==> config.mk <==
export PLATFORM = sky130hd
export DESIGN_NAME = plcsr_top
export DESIGN_NICKNAME = d
export VERILOG_FILES = /design/src/rtl/plcsr_top.v
export VERILOG_INCLUDE_DIRS = /design/src /design/src/rtl
export SDC_FILE = /design/constraint.sdc
export NUM_CORES = 1
export LEC_CHECK = 0
export BUFFER_PORTS_ARGS = -buffer_cell sky130_fd_sc_hd__buf_4
export CAP_MARGIN = 40
export CORE_MARGIN = 2
export CORE_UTILIZATION = 39
export CTS_CLUSTER_SIZE = 8
export DETAILED_ROUTE_END_ITERATION = 8
export HOLD_SLACK_MARGIN = 0.15
export PLACE_DENSITY = 0.76
export SLEW_MARGIN = 10
export SYNTH_ARGS = -nofsm -noshare
export SYNTH_HDL_FRONTEND = slang
export SYNTH_SLANG_ARGS = --single-unit
==> constraint.sdc <==
create_clock -name clk_i -period 1.9 [get_ports clk_i]
set_clock_uncertainty 0.05 [all_clocks]
set_input_delay 0.38 -clock clk_i [delete_from_list [all_inputs] [get_ports clk_i]]
set_output_delay 0.38 -clock clk_i [all_outputs]
set_load 0.005 [all_outputs]
==> src/rtl/plcsr_regs.vh <==
// register indices, field positions and reset values of the link control/status bank
// assumes byte address = 4 * index on a 32-bit classic Wishbone bus
`ifndef PLCSR_REGS_VH
`define PLCSR_REGS_VH

// register indices (word address = wb_adr_i[11:2])
`define PLCSR_IDX_LCTL      10'h050
`define PLCSR_IDX_LSTS      10'h052
`define PLCSR_IDX_LOCK      10'h060
`define PLCSR_IDX_W         10

// link_control fields
`define PLCSR_CTL_RETRAIN   5
`define PLCSR_CTL_CLKPM     8
`define PLCSR_CTL_AWD       9
`define PLCSR_CTL_BWIE      10
`define PLCSR_CTL_ABWIE     11

// link_status fields
`define PLCSR_STS_SPD_LO    0
`define PLCSR_STS_SPD_HI    3
`define PLCSR_STS_WID_LO    4
`define PLCSR_STS_WID_HI    9
`define PLCSR_STS_TRAIN     11
`define PLCSR_STS_SCLK      12
`define PLCSR_STS_DLA       13
`define PLCSR_STS_BWS       14
`define PLCSR_STS_ABWS      15

// lock register field
`define PLCSR_LOCK_UNLOCK   0

// byte lanes
`define PLCSR_SEL_LO        0
`define PLCSR_SEL_HI        1

// speed codes
`define PLCSR_SPD_RESET     4'h1
`define PLCSR_SPD_GEN1      4'h1
`define PLCSR_SPD_GEN2      4'h2

// width codes
`define PLCSR_WID_NONE      6'h00
`define PLCSR_WID_X1        6'h01
`define PLCSR_WID_X2        6'h02
`define PLCSR_WID_X4        6'h04
`define PLCSR_WID_X8        6'h08
`define PLCSR_WID_X12       6'h0C
`define PLCSR_WID_X16       6'h10
`define PLCSR_WID_X32       6'h20

`endif

==> src/rtl/plcsr_top.v <==
// link control (upper byte and retrain bit) and link status register bank of one switch port
// assumes all link-side inputs come from same-clock physical/data link logic
`timescale 1ns/1ps
`default_nettype none
`include "plcsr_regs.vh"

module plcsr_top (
  // clock and reset
  input  wire        clk_i,
  input  wire        rst_i,
  // wishbone slave
  input  wire        wb_cyc_i,
  input  wire        wb_stb_i,
  input  wire        wb_we_i,
  input  wire [11:0] wb_adr_i,
  input  wire [3:0]  wb_sel_i,
  input  wire [31:0] wb_dat_i,
  output reg  [31:0] wb_dat_o,
  output reg         wb_ack_o,
  // port configuration
  input  wire        port_upstream_i,
  input  wire        bw_notify_capable_i,
  input  wire        dl_active_capable_i,
  input  wire        common_clock_mode_i,
  input  wire [5:0]  max_width_setting_i,
  // physical layer
  input  wire        ltssm_cfg_rec_i,
  input  wire        link_trained_i,
  input  wire [3:0]  phy_speed_i,
  input  wire [5:0]  phy_width_i,
  input  wire        phy_fix_change_i,
  input  wire        phy_auto_change_i,
  input  wire        remote_change_i,
  input  wire        remote_auto_i,
  // data link layer
  input  wire        dl_active_i,
  input  wire        dl_down_i,
  // outputs to link and interrupt logic
  output reg         retrain_request_o,
  output reg         bw_mgmt_irq_o,
  output reg         auto_bw_irq_o
);

  //////////////////////////////////////////////////////////////////////////////
  // widths that this port can train to
  function width_supported;
    input [5:0] w;
    begin
      case (w)
        `PLCSR_WID_X1: width_supported = 1'b1;
        `PLCSR_WID_X2: width_supported = 1'b1;
        `PLCSR_WID_X4: width_supported = 1'b1;
        `PLCSR_WID_X8: width_supported = 1'b1;
        default:       width_supported = 1'b0;
      endcase
    end
  endfunction

  // legal width code of the field
  function width_legal;
    input [5:0] w;
    begin
      case (w)
        `PLCSR_WID_X12: width_legal = 1'b1;
        `PLCSR_WID_X16: width_legal = 1'b1;
        `PLCSR_WID_X32: width_legal = 1'b1;
        default:        width_legal = width_supported(w);
      endcase
    end
  endfunction

  //////////////////////////////////////////////////////////////////////////////
  // state
  reg        bw_mgmt_irq_enable_q;
  reg        auto_bw_irq_enable_q;
  reg        bw_mgmt_status_q;
  reg        auto_bw_status_q;
  reg [3:0]  current_speed_q;
  reg [5:0]  negotiated_width_q;
  reg        retrain_wait_q;
  reg        retrain_busy_q;
  reg        retrain_dl_down_q;
  reg        cfg_rec_q;
  reg        slot_clock_q;
  reg        strap_taken_q;
  reg        unlock_q;

  wire       req      = wb_cyc_i & wb_stb_i & ~wb_ack_o;
  wire       wr       = req & wb_we_i;
  wire [9:0] idx      = wb_adr_i[11:2];
  wire       hit_ctl  = (idx == `PLCSR_IDX_LCTL);
  wire       hit_sts  = (idx == `PLCSR_IDX_LSTS);
  wire       hit_lock = (idx == `PLCSR_IDX_LOCK);
  wire       wr_hi    = wr & wb_sel_i[`PLCSR_SEL_HI];
  wire       wr_lo    = wr & wb_sel_i[`PLCSR_SEL_LO];

  wire       bw_cap   = bw_notify_capable_i & ~port_upstream_i;
  wire       downstream = ~port_upstream_i;

  wire       retrain_wr = wr_lo & hit_ctl & wb_dat_i[`PLCSR_CTL_RETRAIN];

  // leaving config/recovery ends a retrain
  wire       cfg_rec_exit = cfg_rec_q & ~ltssm_cfg_rec_i;

  // retrain completed, no DL_Down on the way
  wire       retrain_done = retrain_busy_q & cfg_rec_exit & ~retrain_dl_down_q & ~dl_down_i;

  wire       bw_evt   = retrain_done | (phy_fix_change_i & ~dl_down_i) |
                        (remote_change_i & ~remote_auto_i);

  wire       abw_evt  = (phy_auto_change_i & ~dl_down_i) |
                        (remote_change_i & remote_auto_i);

  wire       bws_clr  = wr_hi & hit_sts & wb_dat_i[`PLCSR_STS_BWS];
  wire       abws_clr = wr_hi & hit_sts & wb_dat_i[`PLCSR_STS_ABWS];

  //////////////////////////////////////////////////////////////////////////////
  // wishbone handshake: one answer per taken request
  always @(posedge clk_i) begin
    if (rst_i) begin
      wb_ack_o <= 1'b0;
    end else begin
      wb_ack_o <= req;
    end
  end

  //////////////////////////////////////////////////////////////////////////////
  // one-cycle pulse towards the LTSSM
  always @(posedge clk_i) begin
    if (rst_i) begin
      retrain_request_o <= 1'b0;
    end else begin
      retrain_request_o <= retrain_wr;
    end
  end

  //////////////////////////////////////////////////////////////////////////////
  // bandwidth interrupt enables
  always @(posedge clk_i) begin
    if (rst_i) begin
      bw_mgmt_irq_enable_q <= 1'b0;
      auto_bw_irq_enable_q <= 1'b0;
    end else if (wr_hi && hit_ctl) begin
      // enables forced to zero without capability
      bw_mgmt_irq_enable_q <= wb_dat_i[`PLCSR_CTL_BWIE] & bw_cap;
      auto_bw_irq_enable_q <= wb_dat_i[`PLCSR_CTL_ABWIE] & bw_cap;
    end else if (!bw_cap) begin
      bw_mgmt_irq_enable_q <= 1'b0;
      auto_bw_irq_enable_q <= 1'b0;
    end
  end

  //////////////////////////////////////////////////////////////////////////////
  // lock register guarding the slot clock bit
  always @(posedge clk_i) begin
    if (rst_i) begin
      unlock_q <= 1'b0;
    end else if (wr_lo && hit_lock) begin
      unlock_q <= wb_dat_i[`PLCSR_LOCK_UNLOCK];
    end
  end

  //////////////////////////////////////////////////////////////////////////////
  // sticky bandwidth flags; a set in the clearing cycle wins
  always @(posedge clk_i) begin
    if (rst_i) begin
      bw_mgmt_status_q <= 1'b0;
    end else if (!bw_cap) begin
      bw_mgmt_status_q <= 1'b0;
    end else begin
      bw_mgmt_status_q <= bw_evt | (bw_mgmt_status_q & ~bws_clr);
    end
  end

  // autonomous flag, same set-wins policy
  always @(posedge clk_i) begin
    if (rst_i) begin
      auto_bw_status_q <= 1'b0;
    end else if (!bw_cap) begin
      auto_bw_status_q <= 1'b0;
    end else begin
      auto_bw_status_q <= abw_evt | (auto_bw_status_q & ~abws_clr);
    end
  end

  //////////////////////////////////////////////////////////////////////////////
  // retrain tracking
  always @(posedge clk_i) begin
    if (rst_i) begin
      cfg_rec_q <= 1'b0;
    end else begin
      cfg_rec_q <= ltssm_cfg_rec_i;
    end
  end

  always @(posedge clk_i) begin
    if (rst_i) begin
      retrain_wait_q <= 1'b0;
    end else if (retrain_wait_q && ltssm_cfg_rec_i) begin
      retrain_wait_q <= 1'b0;
    end else if (retrain_wr) begin
      retrain_wait_q <= 1'b1;
    end
  end

  // a retrain stays open until the LTSSM leaves config/recovery
  always @(posedge clk_i) begin
    if (rst_i) begin
      retrain_busy_q    <= 1'b0;
      retrain_dl_down_q <= 1'b0;
    end else begin
      if (retrain_wr) begin
        retrain_busy_q    <= 1'b1;
        retrain_dl_down_q <= 1'b0;
      end else if (cfg_rec_exit && !retrain_wait_q) begin
        retrain_busy_q    <= 1'b0;
        retrain_dl_down_q <= 1'b0;
      end else if (retrain_busy_q && dl_down_i) begin
        retrain_dl_down_q <= 1'b1;
      end
    end
  end

  //////////////////////////////////////////////////////////////////////////////
  // speed, width and clock configuration
  always @(posedge clk_i) begin
    if (rst_i) begin
      current_speed_q <= `PLCSR_SPD_RESET;
    end else begin
      // only defined codes accepted; reserved codes hold
      if (phy_speed_i == `PLCSR_SPD_GEN1 || phy_speed_i == `PLCSR_SPD_GEN2) begin
        current_speed_q <= phy_speed_i;
      end
    end
  end

  // negotiated width
  always @(posedge clk_i) begin
    if (rst_i) begin
      negotiated_width_q <= `PLCSR_WID_NONE;
    end else begin
      if (!width_supported(max_width_setting_i)) begin
        negotiated_width_q <= max_width_setting_i;
      end else if (!link_trained_i) begin
        negotiated_width_q <= `PLCSR_WID_NONE;
      end else if (width_legal(phy_width_i)) begin
        negotiated_width_q <= phy_width_i;
      end
    end
  end

  // slot clock bit; strap is only meaningful right after reset
  always @(posedge clk_i) begin
    if (rst_i) begin
      slot_clock_q  <= 1'b0;
      strap_taken_q <= 1'b0;
    end else begin
      strap_taken_q <= 1'b1;
      if (!strap_taken_q) begin
        slot_clock_q <= common_clock_mode_i;
      end else if (wr_hi && hit_sts && unlock_q) begin
        slot_clock_q <= wb_dat_i[`PLCSR_STS_SCLK];
      end
    end
  end

  //////////////////////////////////////////////////////////////////////////////
  // read data and interrupt requests
  reg [15:0] ctl_rd;
  reg [15:0] sts_rd;
  always @* begin
    ctl_rd = 16'h0000;
    sts_rd = 16'h0000;
    ctl_rd[`PLCSR_CTL_CLKPM]   = 1'b0;
    ctl_rd[`PLCSR_CTL_AWD]     = 1'b0;
    ctl_rd[`PLCSR_CTL_RETRAIN] = 1'b0;
    ctl_rd[`PLCSR_CTL_BWIE]    = bw_mgmt_irq_enable_q;
    ctl_rd[`PLCSR_CTL_ABWIE]   = auto_bw_irq_enable_q;
    sts_rd[`PLCSR_STS_SPD_HI:`PLCSR_STS_SPD_LO] = current_speed_q;
    sts_rd[`PLCSR_STS_WID_HI:`PLCSR_STS_WID_LO] = negotiated_width_q;
    sts_rd[`PLCSR_STS_TRAIN] = downstream & (ltssm_cfg_rec_i | retrain_wait_q);
    sts_rd[`PLCSR_STS_SCLK]  = slot_clock_q;
    sts_rd[`PLCSR_STS_DLA]   = dl_active_i & dl_active_capable_i;
    sts_rd[`PLCSR_STS_BWS]   = bw_mgmt_status_q;
    sts_rd[`PLCSR_STS_ABWS]  = auto_bw_status_q;
  end

  always @(posedge clk_i) begin
    if (rst_i) begin
      wb_dat_o <= 32'h00000000;
    end else begin
      // unmapped addresses answer with zero
      if (req && !wb_we_i && hit_ctl) begin
        wb_dat_o <= {16'h0000, ctl_rd};
      end else if (req && !wb_we_i && hit_sts) begin
        wb_dat_o <= {16'h0000, sts_rd};
      end else if (req && !wb_we_i && hit_lock) begin
        wb_dat_o <= {31'h00000000, unlock_q};
      end else begin
        wb_dat_o <= 32'h00000000;
      end
    end
  end

  //////////////////////////////////////////////////////////////////////////////
  // registered so the requests cannot glitch; costs one cycle of lag
  always @(posedge clk_i) begin
    if (rst_i) begin
      bw_mgmt_irq_o <= 1'b0;
      auto_bw_irq_o <= 1'b0;
    end else begin
      bw_mgmt_irq_o <= bw_mgmt_status_q & bw_mgmt_irq_enable_q;
      auto_bw_irq_o <= auto_bw_status_q & auto_bw_irq_enable_q;
    end
  end

endmodule // plcsr_top
`default_nettype wire

== After elaboration in Yosys (flattened, before gate mapping) ==
Cells that the tools add are included.
Storage, ports and cells
  register bits after elaboration: 57
  bits of input ports: 81
  output and inout bits: 36
  word-level logic and storage cells: 125
Operators by class
  equal/unequal tests: 19
  mux-type cells: 21
  bitwise logic cells: 42
  reductions and logical operators: 23
Operators by type and width (count)
  10-bit by 7-bit equality test with 1-bit output (second input constant): 3
  1-bit bitwise AND: 27
  6-bit by 4-bit equality test with 1-bit output (second input constant): 3
  6-bit two-way mux: 3
  1-bit two-way mux: 16
  16-bit two-way mux: 1
  6-bit by 1-bit equality test with 1-bit output (second input constant): 2
  6-bit by 2-bit equality test with 1-bit output (second input constant): 2
  6-bit by 3-bit equality test with 1-bit output (second input constant): 2
  12-bit two-way mux: 1
  1-bit logical AND: 11
  1-bit inverter: 9
  3-bit OR reduction: 3
  4-bit OR reduction: 2
  6-bit by 5-bit equality test with 1-bit output (second input constant): 1
  6-bit equality test (second input constant): 1
  1-bit bitwise OR: 6
  2-bit OR reduction: 3
  4-bit by 1-bit equality test with 1-bit output (second input constant): 1
  4-bit by 2-bit equality test with 1-bit output (second input constant): 1
  2-bit by 1-bit inequality test with 1-bit output (second input constant): 2
  3-bit inequality test (second input constant): 1
  1-bit logical NOT: 2
  2-bit nonzero test: 1
  1-bit logical OR: 1

== Depth between registers and ports, before layout ==
Gate-level depths: netlist of the first run.
  depth in word-level cells: 10
  mapped depth: 6
  depth with buffers taken out: 4

== Least setup slack after synthesis of the first run ==
Ideal clock, no wire load.
  path type: input to register
  from: in max_width_setting_i[0]
  to: reg negotiated_width_q[0]
  setup time: 95 ps
  arrival time: 1820 ps
  required time: 1755 ps
  slack: -66 ps
  stages: 6
  buffers on the path: 2
  path through: buf_2 -> nor4b_2 -> a211oi_1 -> or4_1 -> buf_2 -> a221oi_1
On the way
  cells in the longest elaborated chain, start to end: 5
  elaborated cells between the ends (all ways): 9
  those cells by class: 5 x eq/ne; 3 x mux; 1 x reduce/logical
RTL lines
  from (decl): line plcsr_top.v:25  | input wire [5:0] max_width_setting_i,
  6-bit by 4-bit equality test with 1-bit output, or another cell as far along: line plcsr_top.v:49  | case (w)
  4-bit OR reduction (no source line)
  1-bit two-way mux: line plcsr_top.v:49
  1-bit two-way mux: line plcsr_top.v:239  | if (rst_i) begin
  3-bit inequality test (no source line) or 6-bit two-way mux (tied branches)
  to (signal assigned): line plcsr_top.v:240  | negotiated_width_q <= `PLCSR_WID_NONE;
  to (signal assigned): line plcsr_top.v:243  | negotiated_width_q <= max_width_setting_i;
  to (signal assigned): line plcsr_top.v:245  | negotiated_width_q <= `PLCSR_WID_NONE;
  to (decl): line plcsr_top.v:79  | reg [5:0] negotiated_width_q;
Parallel ways exist; a longest one is shown, timed or not. The select of a mux whose other input is x is not followed.
A chain may end at the register's enable or synchronous reset.

== Final worst setup path of the first run ==
  from: in phy_width_i[4]
  to: reg negotiated_width_q[5]
On the way
  cells in the longest elaborated chain, start to end: 8
  elaborated cells between the ends (all ways): 15
  those cells by class: 8 x eq/ne; 5 x mux; 2 x reduce/logical
RTL lines
  from (decl): line plcsr_top.v:30  | input wire [5:0] phy_width_i,
  6-bit by 4-bit equality test with 1-bit output, or another cell as far along: line plcsr_top.v:49
  4-bit OR reduction (no source line)
  1-bit two-way mux: line plcsr_top.v:49
  1-bit two-way mux (*): line plcsr_top.v:63  | case (w)
  1-bit two-way mux (*): line plcsr_top.v:244  | end else if (!link_trained_i) begin
  1-bit two-way mux (*): line plcsr_top.v:242  | if (!width_supported(max_width_setting_i)) begin
  1-bit two-way mux (*): line plcsr_top.v:239
  3-bit inequality test (no source line) (*)
Every way passes the cells marked *; elsewhere a longest branch is shown, timed or not. The select of a mux whose other input is x is not followed.

==> flow_summary.toml, run 1 <==
[clock_network]
insertion_delay_ns = 0.28
cts_tree = "done"
cts_sinks = 41
cts-htree-levels = 2
clockBufferDepth = 2
cts_resized = 0
path_clk_slew_ns = 0.07
holdBufCountCts = 0
cts_setup_buffers = 0
root_buffer = "clkbuf_8"
numCtsBuffers = 5

[synth]
ys_ff_latch = 41
netlist_area_sq_um = 1920
synth_edf_count = 0
synth_top_area_cell = "dfxtp_1"
ys.flop_type = "dfxtp_1"
synthArstFlopShare_pct = 0
netlist-cell-type-count = 49
syn_area_per_cell_sq_um = 8.80
synthCells = 218
synthTopCellsByArea = "dfxtp_1 43%, buf_4 6.3%, and2_1 4.6%"
yosysWarnings = 0
ys_seq_area_share_pct = 42.8
yosysTopAreaCellShare_pct = 42.8

[sta]
hold_violations = 0
maxSlewViolCount = 0
setup_viol = 0
setup_ws_ns = 0.0711
min_period_over_period_pct = 96.3
fmax_mhz = 547
setup_tns_ns = 0
grt_setup_unrepaired = "false"
finalCriticalPeriod_ns = 1.83

[power_and_ir_drop]
internal_power_uw = 1440
combPwrFrac_pct = 13.8
p_clk_share_pct = 38.3
pwr_density_cell_nw_per_um2 = 668
cellLeakagePower_uw = 0.00125
switchingPower_uw = 399
ir_drop_mv = 0.259
seq_power_share_pct = 48.0
p_sw_share_pct = 21.6

[setup_path]
cp.required_ns = 2.05
r2r_cells = 4
crit_start = "phy_width_i[4]"
startpoint_type = "input pin"
cp_data_arrival_time_ns = 1.98
cp-end-kind = "flop"
critPathMaxFanout = 6
regToRegStartpoint = "wb_ack_o"
endpoint = "negotiated_width_q[5]"
worstSetupPathType = "in -> reg"
r2r-end = "slot_clock_q"
r2r_setup_slack_ns = 0.42

[final_layout]
drive_gt1_share_pct = 34.8
layout_common_cells = "93 x buf_4, 41 x dfxtp_1, 16 x conb_1"
final_common_cell = "buf_4"
antenna_cells = 0
syn_to_final_growth_pct = 43.8
layout.nets = 390
fillers = 428

[die]
pin_count = 117
fp.dieArea_sq_um = 5500
die_y_um = 74.1
core_sq_um = 4720
row_count = 25
fp.dieW_um = 74.1
initial_core_util_pct = 40.6

[route]
wl_met1_mm = 1.93
num_vias = 1803
top_layer_used = "met4"
totalWireLength_mm = 4.41
postRouteAntennaNets = 0
viasPerCell = 4.78
route.met2.wl_mm = 2.13
wl_met3_um = 316
firstDrtPassIters = 4
drc = 0
drt_iter0_markers = 59
wl_per_cell_um = 11.7

[run_status]
status = "finished clean"

[global_route]
grt_pass1_wl_mm = 7.45
track_usage_pct = 17.2
grt_pass1_vias = 1728
antenna_found_initial = 0
grt_max_degree = 17
grt.overflow.total = 0

[place]
pre_cts_slack_ns = -0.220
place_congestion = 0.891
port_buffers = 71
hpwl_mm = 3.59

[flow_run]
maxCapViolCount = 0

[min_path]
hold_class = "in -> reg"
cells by family (layout without fill, tap and decap cells):
group                    after synthesis  count (layout)  share of synthesized area, %
buffers and inverters                 36             113                          10.5
XOR/XNOR                               3               3                          1.37
AO/OA/AOI/OAI                         44              44                          15.3
AND/OR/NAND/NOR                       87              87                          26.7
multiplexers                           4               4                          2.15
adder cells (fa/ha/maj)                2               2                          1.04
other                                  1              16                         0.196
flip-flops                            41              41                          42.8
power groups by stage:
stage               clock (uW)  combinational [uW]  sequential [uW]
floorplan                    0                 135              901
global placement             0                 249              903
detailed placement           0                 253              903
CTS                        716                 254              883
global route               756                 280              885
finish                     705                 253              883
sequential cells by signal, indices dropped and copies added, names as in the netlist:
signal                count
strap_taken_q             1
retrain_dl_down_q         1
bw_mgmt_irq_o             1
cfg_rec_q                 1
wb_dat_o                 16
current_speed_q           4
auto_bw_status_q          1
retrain_request_o         1
bw_mgmt_status_q          1
wb_ack_o                  1
auto_bw_irq_enable_q      1
slot_clock_q              1
negotiated_width_q        6
retrain_busy_q            1
auto_bw_irq_o             1
unlock_q                  1
retrain_wait_q            1
bw_mgmt_irq_enable_q      1
metal layers:
metal	vias up	track usage, %
met3	4	4.07
met2	71	29.6
met4	0	6.26
met1	809	21.1
met5	-	0
li1	919	-
cells in the mapped netlist, drive strengths merged, types with 2 or more instances:
cell     n
a211o    2
a211oi   3
a21oi   13
a221oi   3
and2    14
and3     5
buf     20
clkbuf   4
dfxtp   41
inv     11
maj3     2
mux2i    3
nand2   10
nand3    6
nand4    4
nor2    15
nor2b    4
nor3     8
nor3b    5
nor4b    3
o211ai   3
o21ai    6
o31ai    3
or3      5
or4      2
xor2     2
how the worst min path moves through the flow:
stage / startpoint / end / slack [ns] / depth (start not counted)
floorplan: current_speed_q[2] / current_speed_q[2] / 0.37 / 1
global placement: current_speed_q[3] / wb_dat_o[3] / 0.38 / 1
detailed placement: current_speed_q[3] / wb_dat_o[3] / 0.38 / 1
CTS: dl_active_capable_i / wb_dat_o[13] / 0.26 / 2
global route: dl_active_capable_i / wb_dat_o[13] / 0.28 / 2
finish: dl_active_capable_i / wb_dat_o[13] / 0.27 / 2
critical path, cell delays in order:
cell      delay [ns]
buf_4           0.12
or3_1           0.38
and3_1          0.16
or4_1           0.51
buf_4           0.19
a221oi_2        0.24
cell type report:
type | count | area, sq um | share of cell area, %
repair buffers | 93 | 698 | 25.3
multi-input cells | 156 | 993 | 36.0
clock buffers | 7 | 86.3 | 3.13
inverters | 12 | 45.0 | 1.63
clock inverters | 1 | 30.0 | 1.09
flip-flops and latches | 41 | 821 | 29.8
well taps | 67 | 83.8 | 3.04
per-stage QoR:
step	hold slack (ns)	util, %	power [uW]	cell area (sq um)	instances
6_report	0.269	58.4	1840	2760	377
5_1_grt	0.281	58.4	1920	2760	377
4_1_cts	0.262	58.4	1850	2760	377
3_5_place_dp	0.380	55.9	1160	2640	369
3_3_place_gp	0.383	55.9	1150	2640	369
2_1_floorplan	0.371	-	1040	2020	233
(Power assumes the default switching activity.)
==> run 2: changes to the inputs <==
- REMOVE_ABC_BUFFERS: not set -> 1
==> flow_summary.toml, run 2 (synthesized netlist as in run 1, its figures left out) <==
[run_status]
status = "finished clean"

[min_path]
min_path_cells = 2
hold_class = "in -> reg"
hold_path_end = "wb_dat_o[13]"
hp-start = "dl_active_capable_i"

[final_layout]
layout_common_cells = "96 x buf_4, 41 x dfxtp_1, 16 x conb_1"
final_common_cell = "buf_4"
antenna_cells = 0
drive_gt1_share_pct = 34.2
largest_reg_flops = 16
largest_registers = "wb_dat_o x16, negotiated_width_q x6, current_speed_q x4"
syn_to_final_growth_pct = 41.0
fillers = 436
layout.nets = 393
fin_area_sq_um = 2710
top_register = "wb_dat_o"

[die]
core_sq_um = 4720
pin_count = 117
row_count = 25
fp.dieArea_sq_um = 5500
die_y_um = 74.1
fp.dieW_um = 74.1
initial_core_util_pct = 40.6

[sta]
setup_tns_ns = 0
hold_violations = 0
finalCriticalPeriod_ns = 1.78
setup_ws_ns = 0.119
min_period_over_period_pct = 93.7
maxSlewViolCount = 0
fmax_mhz = 562
setup_viol = 0
grt_setup_unrepaired = "false"

[power_and_ir_drop]
seq_power_share_pct = 53.5
combPwrFrac_pct = 15.0
internal_power_uw = 1270
cellLeakagePower_uw = 0.00124
ir_drop_mv = 0.236
p_clk_share_pct = 31.5
pwr_density_cell_nw_per_um2 = 611
switchingPower_uw = 383
p_sw_share_pct = 23.2

[global_route]
grt_pass1_vias = 1710
grt.overflow.total = 0
grt_max_degree = 17
antenna_found_initial = 0
grt_pass1_wl_mm = 7.10
track_usage_pct = 16.5

[clock_network]
cts_setup_buffers = 0
cts-htree-levels = 2
insertion_delay_ns = 0.28
path_clk_slew_ns = 0.07
holdBufCountCts = 0
cts_tree = "done"
cts_resized = 0
numCtsBuffers = 5
cts_sinks = 41
clockBufferDepth = 2
root_buffer = "clkbuf_8"

[route]
firstDrtPassIters = 4
postRouteAntennaNets = 0
viasPerCell = 4.82
drc = 0
num_vias = 1831
drt_iter0_markers = 79
wl_per_cell_um = 11.4
totalWireLength_mm = 4.35

[setup_path]
r2r_cells = 4
cp-end-kind = "flop"
startpoint_type = "input pin"
cp.required_ns = 2.02
cp_data_arrival_time_ns = 1.90
worstSetupPathType = "in -> reg"
r2r_setup_slack_ns = 0.35
r2r-end = "slot_clock_q"
regToRegStartpoint = "wb_ack_o"
critPathMaxFanout = 4

[place]
placed_cell_area_sq_um = 2620
hpwl_mm = 3.59
place_congestion = 0.847
pre_cts_slack_ns = -0.171
port_buffers = 71

[flow_run]
maxCapViolCount = 0
-- run 2: changes by cell type in the layout (fill, tap and decap cells not counted), sizes merged --
cell,before,now
buf,93,96
clkinv,1,3
bufinv,1,0
clkbuf,7,6
-- run 2: final cells by class --
cell class,instances,area [sq um],share of cell area (%)
multi-input cells,156,952,35.2
clock inverters,2,10.0,0.370
clock buffers,6,72.6,2.68
flip-flops and latches,41,821,30.3
inverters,12,45.0,1.67
well taps,67,83.8,3.10
repair buffers,96,721,26.6
-- run 2: worst max path at each step --
stage	cells past startpoint	slack [ns]	from	end
after detailed placement	6	-0.17	phy_width_i[4]	negotiated_width_q[3]
after floorplan	4	-0.03	phy_width_i[4]	negotiated_width_q[0]
final	6	0.12	phy_width_i[4]	negotiated_width_q[3]
after global placement	6	-0.17	phy_width_i[4]	negotiated_width_q[3]
after global routing	6	0.04	phy_width_i[4]	negotiated_width_q[3]
after CTS	6	0.13	phy_width_i[4]	negotiated_width_q[3]
-- run 2: power by group through the flow --
stage | sequential [uW] | combinational, uW | clock [uW]
after global placement | 903 | 243 | 0
after detailed placement | 903 | 247 | 0
after floorplan | 901 | 87.3 | 0
after global routing | 886 | 273 | 574
after CTS | 883 | 248 | 539
final | 883 | 248 | 521
-- run 2: layer usage --
layer  vias to the layer above  routed length, um  GRT usage, %
li1                        930                  -             -
met1                       829               1750          18.1
met2                        64               2210          31.2
met3                         8                301          3.66
met4                         0                 81          5.66
met5                         -                  0             0
-- run 2: worst max-delay path, cell delays in order --
cell and delay, ns:
buf_4 0.12, or3_1 0.37, and3_1 0.18, or4_1 0.55
buf_4 0.19, mux2i_1 0.11
-- run 2: per-stage QoR --
step	utilization, %	power, uW	hold WS [ns]	std cells
floorplan	-	989	0.370	209
global placement	55.5	1150	0.379	372
detailed placement	55.5	1150	0.385	372
CTS	57.3	1670	0.282	380
global route	57.3	1730	0.273	380
finish	57.3	1650	0.285	380
